[src/mdm_map.vh]
// Register map, field positions, frame layout and timing of the management master.
// Assumes inclusion by bare name from the design files; definitions only.
`ifndef MDM_MAP_VH
`define MDM_MAP_VH

// Command register location
`define MDM_ADDR_W 20
`define MDM_CMD_OFFSET 20'h0_0020

// Command register fields
`define MDM_DATA_MSB 15
`define MDM_DATA_LSB 0
`define MDM_REG_MSB 20
`define MDM_REG_LSB 16
`define MDM_DEV_MSB 25
`define MDM_DEV_LSB 21
`define MDM_KIND_MSB 27
`define MDM_KIND_LSB 26
`define MDM_READY_BIT 28
`define MDM_IE_BIT 29
`define MDM_ERR_BIT 30

// Field reset values
`define MDM_DATA_RST 16'h0000
`define MDM_IDX_RST 5'h00
`define MDM_KIND_RST 2'h0
`define MDM_READY_RST 1'h1
`define MDM_IE_RST 1'h0
`define MDM_ERR_RST 1'h0
`define MDM_DATA_ERR 16'hFFFF

// Command kinds
`define MDM_KIND_WRITE 2'h1
`define MDM_KIND_READ 2'h2

// Frame pieces
`define MDM_PREAMBLE 32'hFFFF_FFFF
`define MDM_START 2'h1
`define MDM_RD_CODE 2'h2
`define MDM_WR_TURN 2'h2
`define MDM_RD_PAD 18'h0_0000
`define MDM_WR_PAD 2'h0

// Bit positions within a frame
`define MDM_WR_BITS 7'h3E
`define MDM_RD_OUT_BITS 7'h2E
`define MDM_RD_TA2_BIT 7'h2F
`define MDM_RD_DATA_BIT 7'h30
`define MDM_RD_BITS 7'h40
`define MDM_CNT_ONE 7'h01
`define MDM_CNT_ZERO 7'h00

// Timing: system clock rate and management clock ceiling, in kHz
`define MDM_SYS_CLK_KHZ 40000
`define MDM_MDC_MAX_KHZ 2500
`define MDM_HALF_CYCLES ((`MDM_SYS_CLK_KHZ + 2 * `MDM_MDC_MAX_KHZ - 1) / (2 * `MDM_MDC_MAX_KHZ))
`define MDM_DONE_LIMIT_US 64

`endif

[src/mdm_mdc_gen.v]
// Management clock divider: makes the link clock from the system clock.
// Assumes run is held for the whole frame; clock rests low while run is low.
`timescale 1ns/10ps
module mdm_mdc_gen #(
    parameter HALF = 8
) (
    input wire sys_clk,
    input wire rstn,
    input wire run,
    output reg mdc,
    output wire rise_tick,
    output wire fall_tick
);
    localparam [7:0] CNT_ZERO = 8'h00;
    localparam [7:0] CNT_ONE = 8'h01;
    localparam [7:0] HALF_LAST = HALF[7:0] - CNT_ONE;

    reg [7:0] cnt_r;
    wire at_last;

    assign at_last = run && (cnt_r == HALF_LAST);
    // Pulses in the cycle before the clock edge they announce
    assign rise_tick = at_last && !mdc;
    assign fall_tick = at_last && mdc;

    // Half-period counter and clock toggle
    always @(posedge sys_clk or negedge rstn) begin
        if (!rstn) begin
            cnt_r <= CNT_ZERO;
            mdc <= 1'b0;
        end else if (!run) begin
            cnt_r <= CNT_ZERO;
            mdc <= 1'b0;
        end else if (at_last) begin
            cnt_r <= CNT_ZERO;
            mdc <= !mdc;
        end else begin
            cnt_r <= cnt_r + CNT_ONE;
        end
    end
endmodule

[src/mdm_master.v]
// Management master: one command register drives a serial frame to the PHY.
// Assumes a single-cycle register write port on sys_clk and an external MDIO wire.
//
// How it works
// - Write shifts the 16-bit data field out; read stores received bits there.
// - Register index sits in command bits 20:16, selecting PHY register 0 to 31.
// - Kind bits 27:26: 01 means write, 10 means read, others reserved.
// - A reserved kind starts no frame on the link.
// - Ready bit 28 sets when a transaction completes; resets to one.
// - With enable bit 29 set, completion raises an interrupt.
// - Error bit 30 sets when a read fails to complete.
// - Read drives preamble, 01, 10, device, register, then releases the line.
// - Read drops the leading returned bit and keeps the following sixteen.
// - Write drives preamble, 01, device, register, 10, data, then idle.
// - Completion pulses the interrupt if enabled, then sets ready.
// - Write sets ready only after the whole frame has gone out.
// - Command to ready takes no longer than 64 microseconds.
// - Nonzero second turnaround bit aborts: error set, data all ones, ready set.
`timescale 1ns/10ps
`include "mdm_map.vh"
module mdm_master #(
    parameter HALF_CYCLES = `MDM_HALF_CYCLES
) (
    input wire sys_clk,
    input wire rstn,
    input wire [`MDM_ADDR_W-1:0] reg_addr,
    input wire reg_wr,
    input wire [31:0] reg_wdata,
    output reg [31:0] reg_rdata,
    output reg irq_done,
    output wire mdc,
    input wire mdio_in,
    output reg mdio_out,
    output reg mdio_oe
);
    // Controller states
    localparam [1:0] ST_IDLE = 2'h0;
    localparam [1:0] ST_SHIFT = 2'h1;
    localparam [1:0] ST_FIN = 2'h2;

    // Worst frame: 64 bits of two half periods, held below the completion limit
    localparam integer FRAME_CYCLES = 64 * 2 * HALF_CYCLES + 2;
    localparam integer LIMIT_CYCLES = `MDM_DONE_LIMIT_US * (`MDM_SYS_CLK_KHZ / 1000);

    reg [1:0] state_r;
    reg [1:0] state_nxt;
    reg [15:0] data_r;
    reg [4:0] reg_idx_r;
    reg [4:0] dev_idx_r;
    reg [1:0] kind_r;
    reg ready_r;
    reg ie_r;
    reg err_r;
    reg [63:0] sr_r;
    reg [6:0] bit_cnt_r;
    reg mdio_meta_r;
    reg mdio_sync_r;
    wire cmd_sel;
    wire cmd_wr;
    wire kind_ok;
    wire is_read;
    wire rise_tick;
    wire fall_tick;
    wire [6:0] frame_last;
    wire [6:0] bit_next;
    wire [4:0] wr_reg;
    wire [4:0] wr_dev;
    wire [1:0] wr_kind;
    wire [15:0] wr_data;
    wire [31:0] cmd_view;
    wire ta_fail;

    assign cmd_sel = (reg_addr == `MDM_CMD_OFFSET);
    // Commands only land while idle
    assign cmd_wr = reg_wr && cmd_sel && (state_r == ST_IDLE);
    assign wr_data = reg_wdata[`MDM_DATA_MSB:`MDM_DATA_LSB];
    assign wr_reg = reg_wdata[`MDM_REG_MSB:`MDM_REG_LSB];
    assign wr_dev = reg_wdata[`MDM_DEV_MSB:`MDM_DEV_LSB];
    assign wr_kind = reg_wdata[`MDM_KIND_MSB:`MDM_KIND_LSB];
    assign kind_ok = (wr_kind == `MDM_KIND_WRITE) || (wr_kind == `MDM_KIND_READ);
    assign is_read = (kind_r == `MDM_KIND_READ);
    assign frame_last = (is_read ? `MDM_RD_BITS : `MDM_WR_BITS) - `MDM_CNT_ONE;
    assign bit_next = bit_cnt_r + `MDM_CNT_ONE;
    // Second turnaround bit must come back low
    assign ta_fail = is_read && rise_tick && (bit_cnt_r == `MDM_RD_TA2_BIT) && mdio_sync_r;

    // Register view; bit 31 reads as zero
    assign cmd_view = {1'b0, err_r, ie_r, ready_r, kind_r, dev_idx_r, reg_idx_r, data_r};

    // Link clock divider, at most 2.5 MHz
    mdm_mdc_gen #(
        .HALF(HALF_CYCLES)
    ) u_mdc_gen (
        .sys_clk(sys_clk),
        .rstn(rstn),
        .run(state_r == ST_SHIFT),
        .mdc(mdc),
        .rise_tick(rise_tick),
        .fall_tick(fall_tick)
    );

    // Two-flop synchroniser for the returned data line
    always @(posedge sys_clk or negedge rstn) begin
        if (!rstn) begin
            mdio_meta_r <= 1'b0;
            mdio_sync_r <= 1'b0;
        end else begin
            mdio_meta_r <= mdio_in;
            mdio_sync_r <= mdio_meta_r;
        end
    end

    // Next controller state
    always @* begin
        state_nxt = state_r;
        case (state_r)
            ST_IDLE: begin
                if (cmd_wr && kind_ok) begin
                    state_nxt = ST_SHIFT;
                end
            end
            ST_SHIFT: begin
                if (ta_fail || (fall_tick && bit_cnt_r == frame_last)) begin
                    state_nxt = ST_FIN;
                end
            end
            ST_FIN: begin
                state_nxt = ST_IDLE;
            end
            default: begin
                state_nxt = ST_IDLE;
            end
        endcase
    end

    // State register
    always @(posedge sys_clk or negedge rstn) begin
        if (!rstn) begin
            state_r <= ST_IDLE;
        end else begin
            state_r <= state_nxt;
        end
    end

    // Command fields, ready and error flags
    always @(posedge sys_clk or negedge rstn) begin
        if (!rstn) begin
            data_r <= `MDM_DATA_RST;
            reg_idx_r <= `MDM_IDX_RST;
            dev_idx_r <= `MDM_IDX_RST;
            kind_r <= `MDM_KIND_RST;
            ready_r <= `MDM_READY_RST;
            ie_r <= `MDM_IE_RST;
            err_r <= `MDM_ERR_RST;
        end else if (cmd_wr) begin
            data_r <= wr_data;
            reg_idx_r <= wr_reg;
            dev_idx_r <= wr_dev;
            kind_r <= wr_kind;
            ie_r <= reg_wdata[`MDM_IE_BIT];
            err_r <= reg_wdata[`MDM_ERR_BIT];
            // Reserved kind: nothing on the link, ready comes straight back
            ready_r <= kind_ok ? reg_wdata[`MDM_READY_BIT] : `MDM_READY_RST;
        end else if (ta_fail) begin
            err_r <= 1'b1;
            data_r <= `MDM_DATA_ERR;
        end else if (state_r == ST_SHIFT && is_read && rise_tick && bit_cnt_r >= `MDM_RD_DATA_BIT) begin
            // Leading bit skipped; sixteen data bits shifted in MSB first
            data_r <= {data_r[14:0], mdio_sync_r};
        end else if (state_r == ST_FIN) begin
            // Ready follows the interrupt pulse by one cycle
            ready_r <= 1'b1;
        end
    end

    // Completion interrupt pulse, one cycle, when enabled
    always @(posedge sys_clk or negedge rstn) begin
        if (!rstn) begin
            irq_done <= 1'b0;
        end else begin
            irq_done <= (state_r == ST_SHIFT) && (state_nxt == ST_FIN) && ie_r;
        end
    end

    // Frame shifter and bit counter
    always @(posedge sys_clk or negedge rstn) begin
        if (!rstn) begin
            sr_r <= 64'h0000_0000_0000_0000;
            bit_cnt_r <= `MDM_CNT_ZERO;
        end else if (cmd_wr && kind_ok) begin
            bit_cnt_r <= `MDM_CNT_ZERO;
            if (wr_kind == `MDM_KIND_READ) begin
                sr_r <= {`MDM_PREAMBLE, `MDM_START, `MDM_RD_CODE, wr_dev, wr_reg, `MDM_RD_PAD};
            end else begin
                // Write frame is 62 bits; left-aligned so the preamble leads from the top bit
                sr_r <= {`MDM_PREAMBLE, `MDM_START, wr_dev, wr_reg, `MDM_WR_TURN, wr_data, `MDM_WR_PAD};
            end
        end else if (state_r == ST_SHIFT && fall_tick) begin
            sr_r <= {sr_r[62:0], 1'b0};
            bit_cnt_r <= bit_next;
        end
    end

    // Line drive: launched at frame start and on each falling link clock
    always @(posedge sys_clk or negedge rstn) begin
        if (!rstn) begin
            mdio_out <= 1'b0;
            mdio_oe <= 1'b0;
        end else if (cmd_wr && kind_ok) begin
            mdio_out <= 1'b1;
            mdio_oe <= 1'b1;
        end else if (state_r != ST_SHIFT || state_nxt != ST_SHIFT) begin
            // Released when idle and once the frame ends
            mdio_out <= 1'b0;
            mdio_oe <= 1'b0;
        end else if (fall_tick) begin
            mdio_out <= sr_r[62];
            // Read releases the line after the register index
            mdio_oe <= !is_read || (bit_next < `MDM_RD_OUT_BITS);
        end
    end

    // Registered read data; unmapped addresses read zero
    always @(posedge sys_clk or negedge rstn) begin
        if (!rstn) begin
            reg_rdata <= 32'h0000_0000;
        end else begin
            reg_rdata <= cmd_sel ? cmd_view : 32'h0000_0000;
        end
    end
endmodule

[config.mk]
export PLATFORM = sky130hd
export DESIGN_NAME = mdm_master
export DESIGN_NICKNAME = d
export VERILOG_FILES = /design/src/mdm_mdc_gen.v /design/src/mdm_master.v
export VERILOG_INCLUDE_DIRS = /design/src
export SDC_FILE = /design/constraint.sdc
export NUM_CORES = 1
export LEC_CHECK = 0
export BUFFER_PORTS_ARGS = -buffer_cell sky130_fd_sc_hd__buf_2
export CORE_UTILIZATION = 51
export CTS_CLUSTER_DIAMETER = 50
export DETAILED_ROUTE_END_ITERATION = 8
export PLACE_DENSITY = 0.8
export SKIP_LAST_GASP = 1
export SLEW_MARGIN = 20
export SYNTH_ARGS = -nofsm -noshare
export SYNTH_HDL_FRONTEND = slang
export SYNTH_SLANG_ARGS = --single-unit
[constraint.sdc]
create_clock -name sys_clk -period 2 [get_ports sys_clk]
set_input_delay 0.3 -clock sys_clk [delete_from_list [all_inputs] [get_ports sys_clk]]
set_output_delay 0.3 -clock sys_clk [all_outputs]
set_load 0.03 [all_outputs]
==> results.md, run 1 <==
- Most frequent cells in the layout: dfrtp_1, nand2_1, buf_2
- H-tree levels: 4
- Mapped Cells: 623
- RR Endpoint: sr_r[13]
- Core Region: 12100 um2
- Net count after synthesis: 683
- Worst Hold Depth: 3
- Most used DFF post-synth: dfrtp_1
- Pre-antenna DRT Iters: 6
- Maximum number of pins on one net before global-route repair: 59
- Die W: 113 um
- Nets: 799
- DP HPWL: 9660 um
- LEAKAGE: 3.88 nW
- Max Cap Violations: 0
- Final Worst Setup Slack: -0.0552 ns
- Share of layout cells above drive strength 1: 0.258
- Routability cong.: 0.833
- Sequential power share: 0.491
- Sink Count: 146
- CP required: 2.31 ns
- Startpoint Class: flip-flop
- TritonCTS clock tree: yes
- Yosys cell types: 47
- Total Die Area: 12800 um2
- Clk pin slew, worst setup/hold paths: 0.06 ns
- Sw frac: 0.224
- Reg2reg path depth: 6
- Crit Path Class: reg -> reg
- Dpl ws: -0.237 ns
- Hold Crit Endpoint: ie_r
- Post-Route WL: 15600 um
- Comb pwr share: 0.031
- Failing checks: setup timing
- Minimum clock period: 2.06 ns
- Commonest non-fill, non-tap cell in the layout: dfrtp_1
- First-pass GRT wire length: 25000 um
- Cell Area, Synth: 6310 um2
- CP Max Fanout: 12
- CTS root buffer: clkbuf_16
- Max Root-Sink Buffers: 2
- Hold path startpoint: reg_wdata[29]
- R2R Setup Slk: -0.06 ns
- Initial DRC count: 549
- Vias: 5246
- Maximum vdd drop: 0.612 mV
- Setup crit start: u_mdc_gen.cnt_r[5]
- Clock Power Share: 0.478
- Initial Util: 0.523
- Clock skew: 0.00942 ns
- Post-synthesis register bit count: 146
- Seq. cell area: 3650 um2
- Worst-Margin Slew: 0.543 ns
- Global Route Usage Sum: 0.252
- Post-Route Utilization: 0.655
- Hold slack: 0.108 ns
- Status: complete, but fails checks
- Fmax: 487 MHz
- Reg2reg start: u_mdc_gen.cnt_r[5]
- Sw power: 1.35 mW
- Hold Violations, Final: 0
- Clk Latency, worst-skew pair: 0.43 ns
- Worst slew margin: 0.635
- Ant. Diodes: 0
- Area added between synthesis and finish: 25.2%
- Final setup vio count: 16
- Initial antenna violation count: 0
- Port Buffer Count: 89
- I/O pins: 92
- Global route total overflow: 0
- PwrDens: 763 nW/um2
- Synth warn: 0
- Die Y: 113 um
- Final antenna-violating net count: 0
- Crit end category: flip-flop
- Worst Path Arrival: 2.36 ns
- Post-synth ARST share: 1.00
- DR vias/cell: 5.70
- Number of global-route vias before repair: 5148
- Cts bufs inserted: 17
- Number of fill cells: 879
- Post-synth EDFFs: 0
- Area of the multi-input gates: 2510 um2
- Hold Path Class: in -> reg
- Post-synthesis sequential area ratio: 0.579
- WL/cell: 16.9 um
- Pint: 4.68 mW
- RSZ-0062 raised after global routing: true
- Row count: 40
- Final cycle utilization of the critical path: 1.03
- DRC violations left: 0
- Syn avg cell area: 10.1 um2
- Slew Viols, Final: 0
cell type report:
cell class,instances,share of cell area
flip-flops and latches,146,0.462
multi-input cells,423,0.318
repair buffers,142,0.120
clock buffers,21,0.0583
well taps,168,0.0266
clock inverters,11,0.0103
inverters,9,0.00427
metal layers:
metal,GRT usage,up-vias,share of wire
li1,-,2377,-
met1,0.322,2567,0.41
met2,0.399,247,0.49
met3,0.0632,55,0.068
met4,0.130,0,0.032
met5,0,-,0
cell families (layout without fill, tap and decap cells):
logic type               count (synthesis)  count (layout)  share of synthesized area
AO/OA/AOI/OAI                           85              85                     0.0856
XOR/XNOR                                11              11                     0.0153
adder cells (fa/ha/maj)                  4               4                    0.00793
buffers and inverters                   54             183                     0.0351
flip-flops                             146             146                      0.579
multiplexers                            32              32                     0.0507
other                                    1               1                   0.000594
AND/OR/NAND/NOR                        290             290                      0.226
through the flow:
| step | area [um2] | cells | setup TNS [ns] | power, mW |
|---|---|---|---|---|
| final | 7900 | 920 | -0.420 | 6.03 |
| after CTS | 7780 | 914 | -0.00440 | 6.07 |
| after global placement | 7180 | 878 | -9.14 | 3.19 |
| after detailed placement | 7180 | 878 | -12.91 | 3.19 |
| after global routing | 7900 | 920 | -3.39 | 6.22 |
| after floorplan | 6310 | 623 | 0 | 3.04 |
power groups by stage:
stage          combinational, mW  sequential, mW  clock (mW)
2_1_floorplan             0.0308            3.01           0
3_3_place_gp               0.176            3.01           0
5_1_grt                    0.208            2.96        3.05
3_5_place_dp               0.181            3.01           0
4_1_cts                    0.187            2.96        2.93
6_report                   0.187            2.96        2.88
worst max path at each step:
| stage | to | depth (start not counted) |
|---|---|---|
| CTS | bit_cnt_r[3] | 7 |
| global route | sr_r[6] | 6 |
| floorplan | mdio_oe | 5 |
| global placement | sr_r[4] | 6 |
| finish | sr_r[13] | 6 |
| detailed placement | sr_r[15] | 6 |
state kept, by name, summed over array words and instances, names as in the netlist, 2 cells and up:
| register | flops |
|---|---|
| sr_r | 61 |
| reg_rdata | 31 |
| data_r | 16 |
| u_mdc_gen.cnt_r | 8 |
| bit_cnt_r | 7 |
| dev_idx_r | 5 |
| reg_idx_r | 5 |
| kind_r | 2 |
| state_r | 2 |
cells in the mapped netlist, types with 2 or more instances:
cell | instances | share of area
and3_1 | 52 | 0.052
buf_2 | 3 | 0.0024
buf_4 | 2 | 0.0024
nand2_1 | 101 | 0.060
dfrtp_1 | 145 | 0.57
inv_1 | 9 | 0.0054
or2_2 | 2 | 0.0020
nor3_1 | 3 | 0.0024
o211ai_1 | 8 | 0.0095
xor2_1 | 6 | 0.0083
nand3_1 | 39 | 0.031
clkbuf_1 | 34 | 0.020
mux2i_1 | 32 | 0.051
and4_1 | 2 | 0.0028
nor2b_1 | 3 | 0.0030
xnor2_1 | 5 | 0.0069
buf_1 | 5 | 0.0030
nand2b_1 | 3 | 0.0030
o21ai_0 | 9 | 0.0071
and2_1 | 2 | 0.0020
or4_1 | 3 | 0.0036
ha_1 | 4 | 0.0079
a21oi_1 | 46 | 0.036
nor4_1 | 5 | 0.0050
a221o_1 | 14 | 0.022
nand4_1 | 7 | 0.0069
nor2_1 | 59 | 0.035
critical path, stage by stage (launching register included):
cell and delay, ns:
dfrtp_1 0.41, nor4_4 0.40, nand4_1 0.26, buf_4 0.22
clkbuf_4 0.20, and3_1 0.19, a221o_1 0.26
what timing repair did:
item / CTS / global route
buffers inserted: 2 / 4
gates cloned: 0 / 2
gates resized for setup: 7 / 16
endpoints found under the setup margin: 54 / 48
hold buffers: 2 / 0
pin swaps: 3 / 3
hold endpoints to repair: 54 / 0
Power figures use the tool's default switching activity.
==> run 2: changes to the inputs <==
--- a/config.mk
+++ b/config.mk
@@ -7,10 +7,10 @@
 export NUM_CORES = 1
 export LEC_CHECK = 0
 export BUFFER_PORTS_ARGS = -buffer_cell sky130_fd_sc_hd__buf_2
-export CORE_UTILIZATION = 51
+export CORE_UTILIZATION = 40
 export CTS_CLUSTER_DIAMETER = 50
 export DETAILED_ROUTE_END_ITERATION = 8
-export PLACE_DENSITY = 0.8
+export PLACE_DENSITY = 0.67
 export SKIP_LAST_GASP = 1
 export SLEW_MARGIN = 20
 export SYNTH_ARGS = -nofsm -noshare
==> constraint.sdc (replaced) <==
create_clock -name sys_clk -period 2 [get_ports sys_clk]
set_input_delay 0.4 -clock sys_clk [delete_from_list [all_inputs] [get_ports sys_clk]]
set_output_delay 0.4 -clock sys_clk [all_outputs]
set_load 0.03 [all_outputs]
==> results.md, run 2 (same netlist as run 1, synthesis figures left out) <==
- Maximum vdd drop: 0.573 mV
- Number of fill cells: 1389
- Largest Register: sr_r
- CP required: 2.36 ns
- Hold Path Class: in -> reg
- Global route total overflow: 0
- Fmax: 515 MHz
- Worst slew margin: 0.660
- Ant. Diodes: 0
- Die W: 128 um
- First-pass GRT wire length: 24100 um
- RR Endpoint: sr_r[15]
- Global Route Usage Sum: 0.189
- DRC violations left: 0
- Startpoint Class: flip-flop
- Post-Layout Cell Count: 955
- Clk pin slew, worst setup/hold paths: 0.06 ns
- Final setup vio count: 0
- Seq. cell area: 3650 um2
- CP Max Fanout: 14
- Final antenna-violating net count: 0
- Share of layout cells above drive strength 1: 0.233
- Initial antenna violation count: 0
- WL/cell: 15.2 um
- Initial Util: 0.412
- DR vias/cell: 5.15
- Area added between synthesis and finish: 23.8%
- Hold Crit Endpoint: mdio_meta_r
- Pre-antenna DRT Iters: 5
- Slew Viols, Final: 0
- Minimum clock period: 1.94 ns
- Row count: 45
- Maximum number of pins on one net before global-route repair: 72
- Crit end category: flip-flop
- TritonCTS clock tree: yes
- Post-Route Utilization: 0.510
- Reg2reg path depth: 4
- Pwr Total: 6.00 mW
- Clk Latency, worst-skew pair: 0.42 ns
- Reg2reg start: state_r[1]
- Post-route setup TNS: 0 ns
- Clock skew: 0.00766 ns
- Dpl ws: -0.180 ns
- DP Cell Count: 921
- Die Y: 128 um
- Initial DRC count: 336
- CTS root buffer: clkbuf_16
- Post-DP Area: 7260 um2
- Vias: 4918
- Cts bufs inserted: 17
- Total Die Area: 16300 um2
- I/O pins: 92
- Final Worst Setup Slack: 0.0567 ns
- Max Cap Violations: 0
- Hold slack: 0.0942 ns
- Hold Violations, Final: 0
- Worst-Margin Slew: 0.510 ns
- Core Region: 15300 um2
- H-tree levels: 4
- Most frequent cells in the layout: dfrtp_1, nand2_1, buf_2
- Biggest regs: sr_r (61), reg_rdata (31), data_r (16)
- LEAKAGE: 3.83 nW
- Routability cong.: 0.848
- Final cycle utilization of the critical path: 0.972
- Post-Route WL: 14500 um
- Hold path startpoint: mdio_in
- PwrDens: 768 nW/um2
- Status: complete, no violations
- DP HPWL: 9880 um
- Worst Path Arrival: 2.30 ns
- Crit Path Class: reg -> reg
- Max FFs per register: 61
- Nets: 791
- Final instance area: 7810 um2
- Number of global-route vias before repair: 4949
- Worst Hold Depth: 1
- Commonest non-fill, non-tap cell in the layout: dfrtp_1
- Area of the multi-input gates: 2450 um2
- R2R Setup Slk: 0.06 ns
- Port Buffer Count: 89
- Sink Count: 146
- Max Root-Sink Buffers: 2
[run 2: timing repair]
action,in CTS,in global routing
hold endpoints to repair,47,0
resized for setup,0,1
endpoints found under the setup margin,0,4
hold buffers,1,0
setup buffers,0,1
[run 2: layout make-up]
| class | instances | share of cell area |
|---|---|---|
| clock buffer | 25 | 0.0596 |
| clock inverter | 7 | 0.00801 |
| inverter | 9 | 0.00432 |
| multi-input combinational | 423 | 0.314 |
| sequential | 146 | 0.468 |
| tap | 211 | 0.0338 |
| timing repair buffer | 134 | 0.113 |
[run 2: routing by layer]
metal,GRT usage,share of wire
met1,0.241,0.44
met2,0.310,0.49
met3,0.0440,0.051
met4,0.0837,0.019
met5,0,0
[run 2: worst max-delay path: stages, from the launching register on]
cell	delay [ns]
dfrtp_1	0.37
or3b_2	0.52
or4_4	0.56
nor2_8	0.23
a221o_1	0.19
[run 2: worst max path at each step]
| stage | slack (ns) | cells past startpoint | startpoint | endpoint |
|---|---|---|---|---|
| 4_1_cts | 0.04 | 6 | u_mdc_gen.cnt_r[0] | mdio_oe |
| 3_3_place_gp | -0.14 | 8 | reg_addr[14] | sr_r[16] |
| 6_report | 0.06 | 4 | state_r[1] | sr_r[15] |
| 2_1_floorplan | -0.07 | 6 | reg_addr[14] | sr_r[19] |
| 5_1_grt | -0.001 | 7 | u_mdc_gen.cnt_r[0] | sr_r[9] |
| 3_5_place_dp | -0.18 | 9 | reg_addr[14] | bit_cnt_r[3] |
[run 2: power by group]
group          switching, mW  internal, mW  leakage (nW)  total [mW]
Clock                   1.13          1.73         0.259        2.85
Sequential           0.00140          2.96          1.70        2.96
Combinational          0.116        0.0710          1.87       0.187
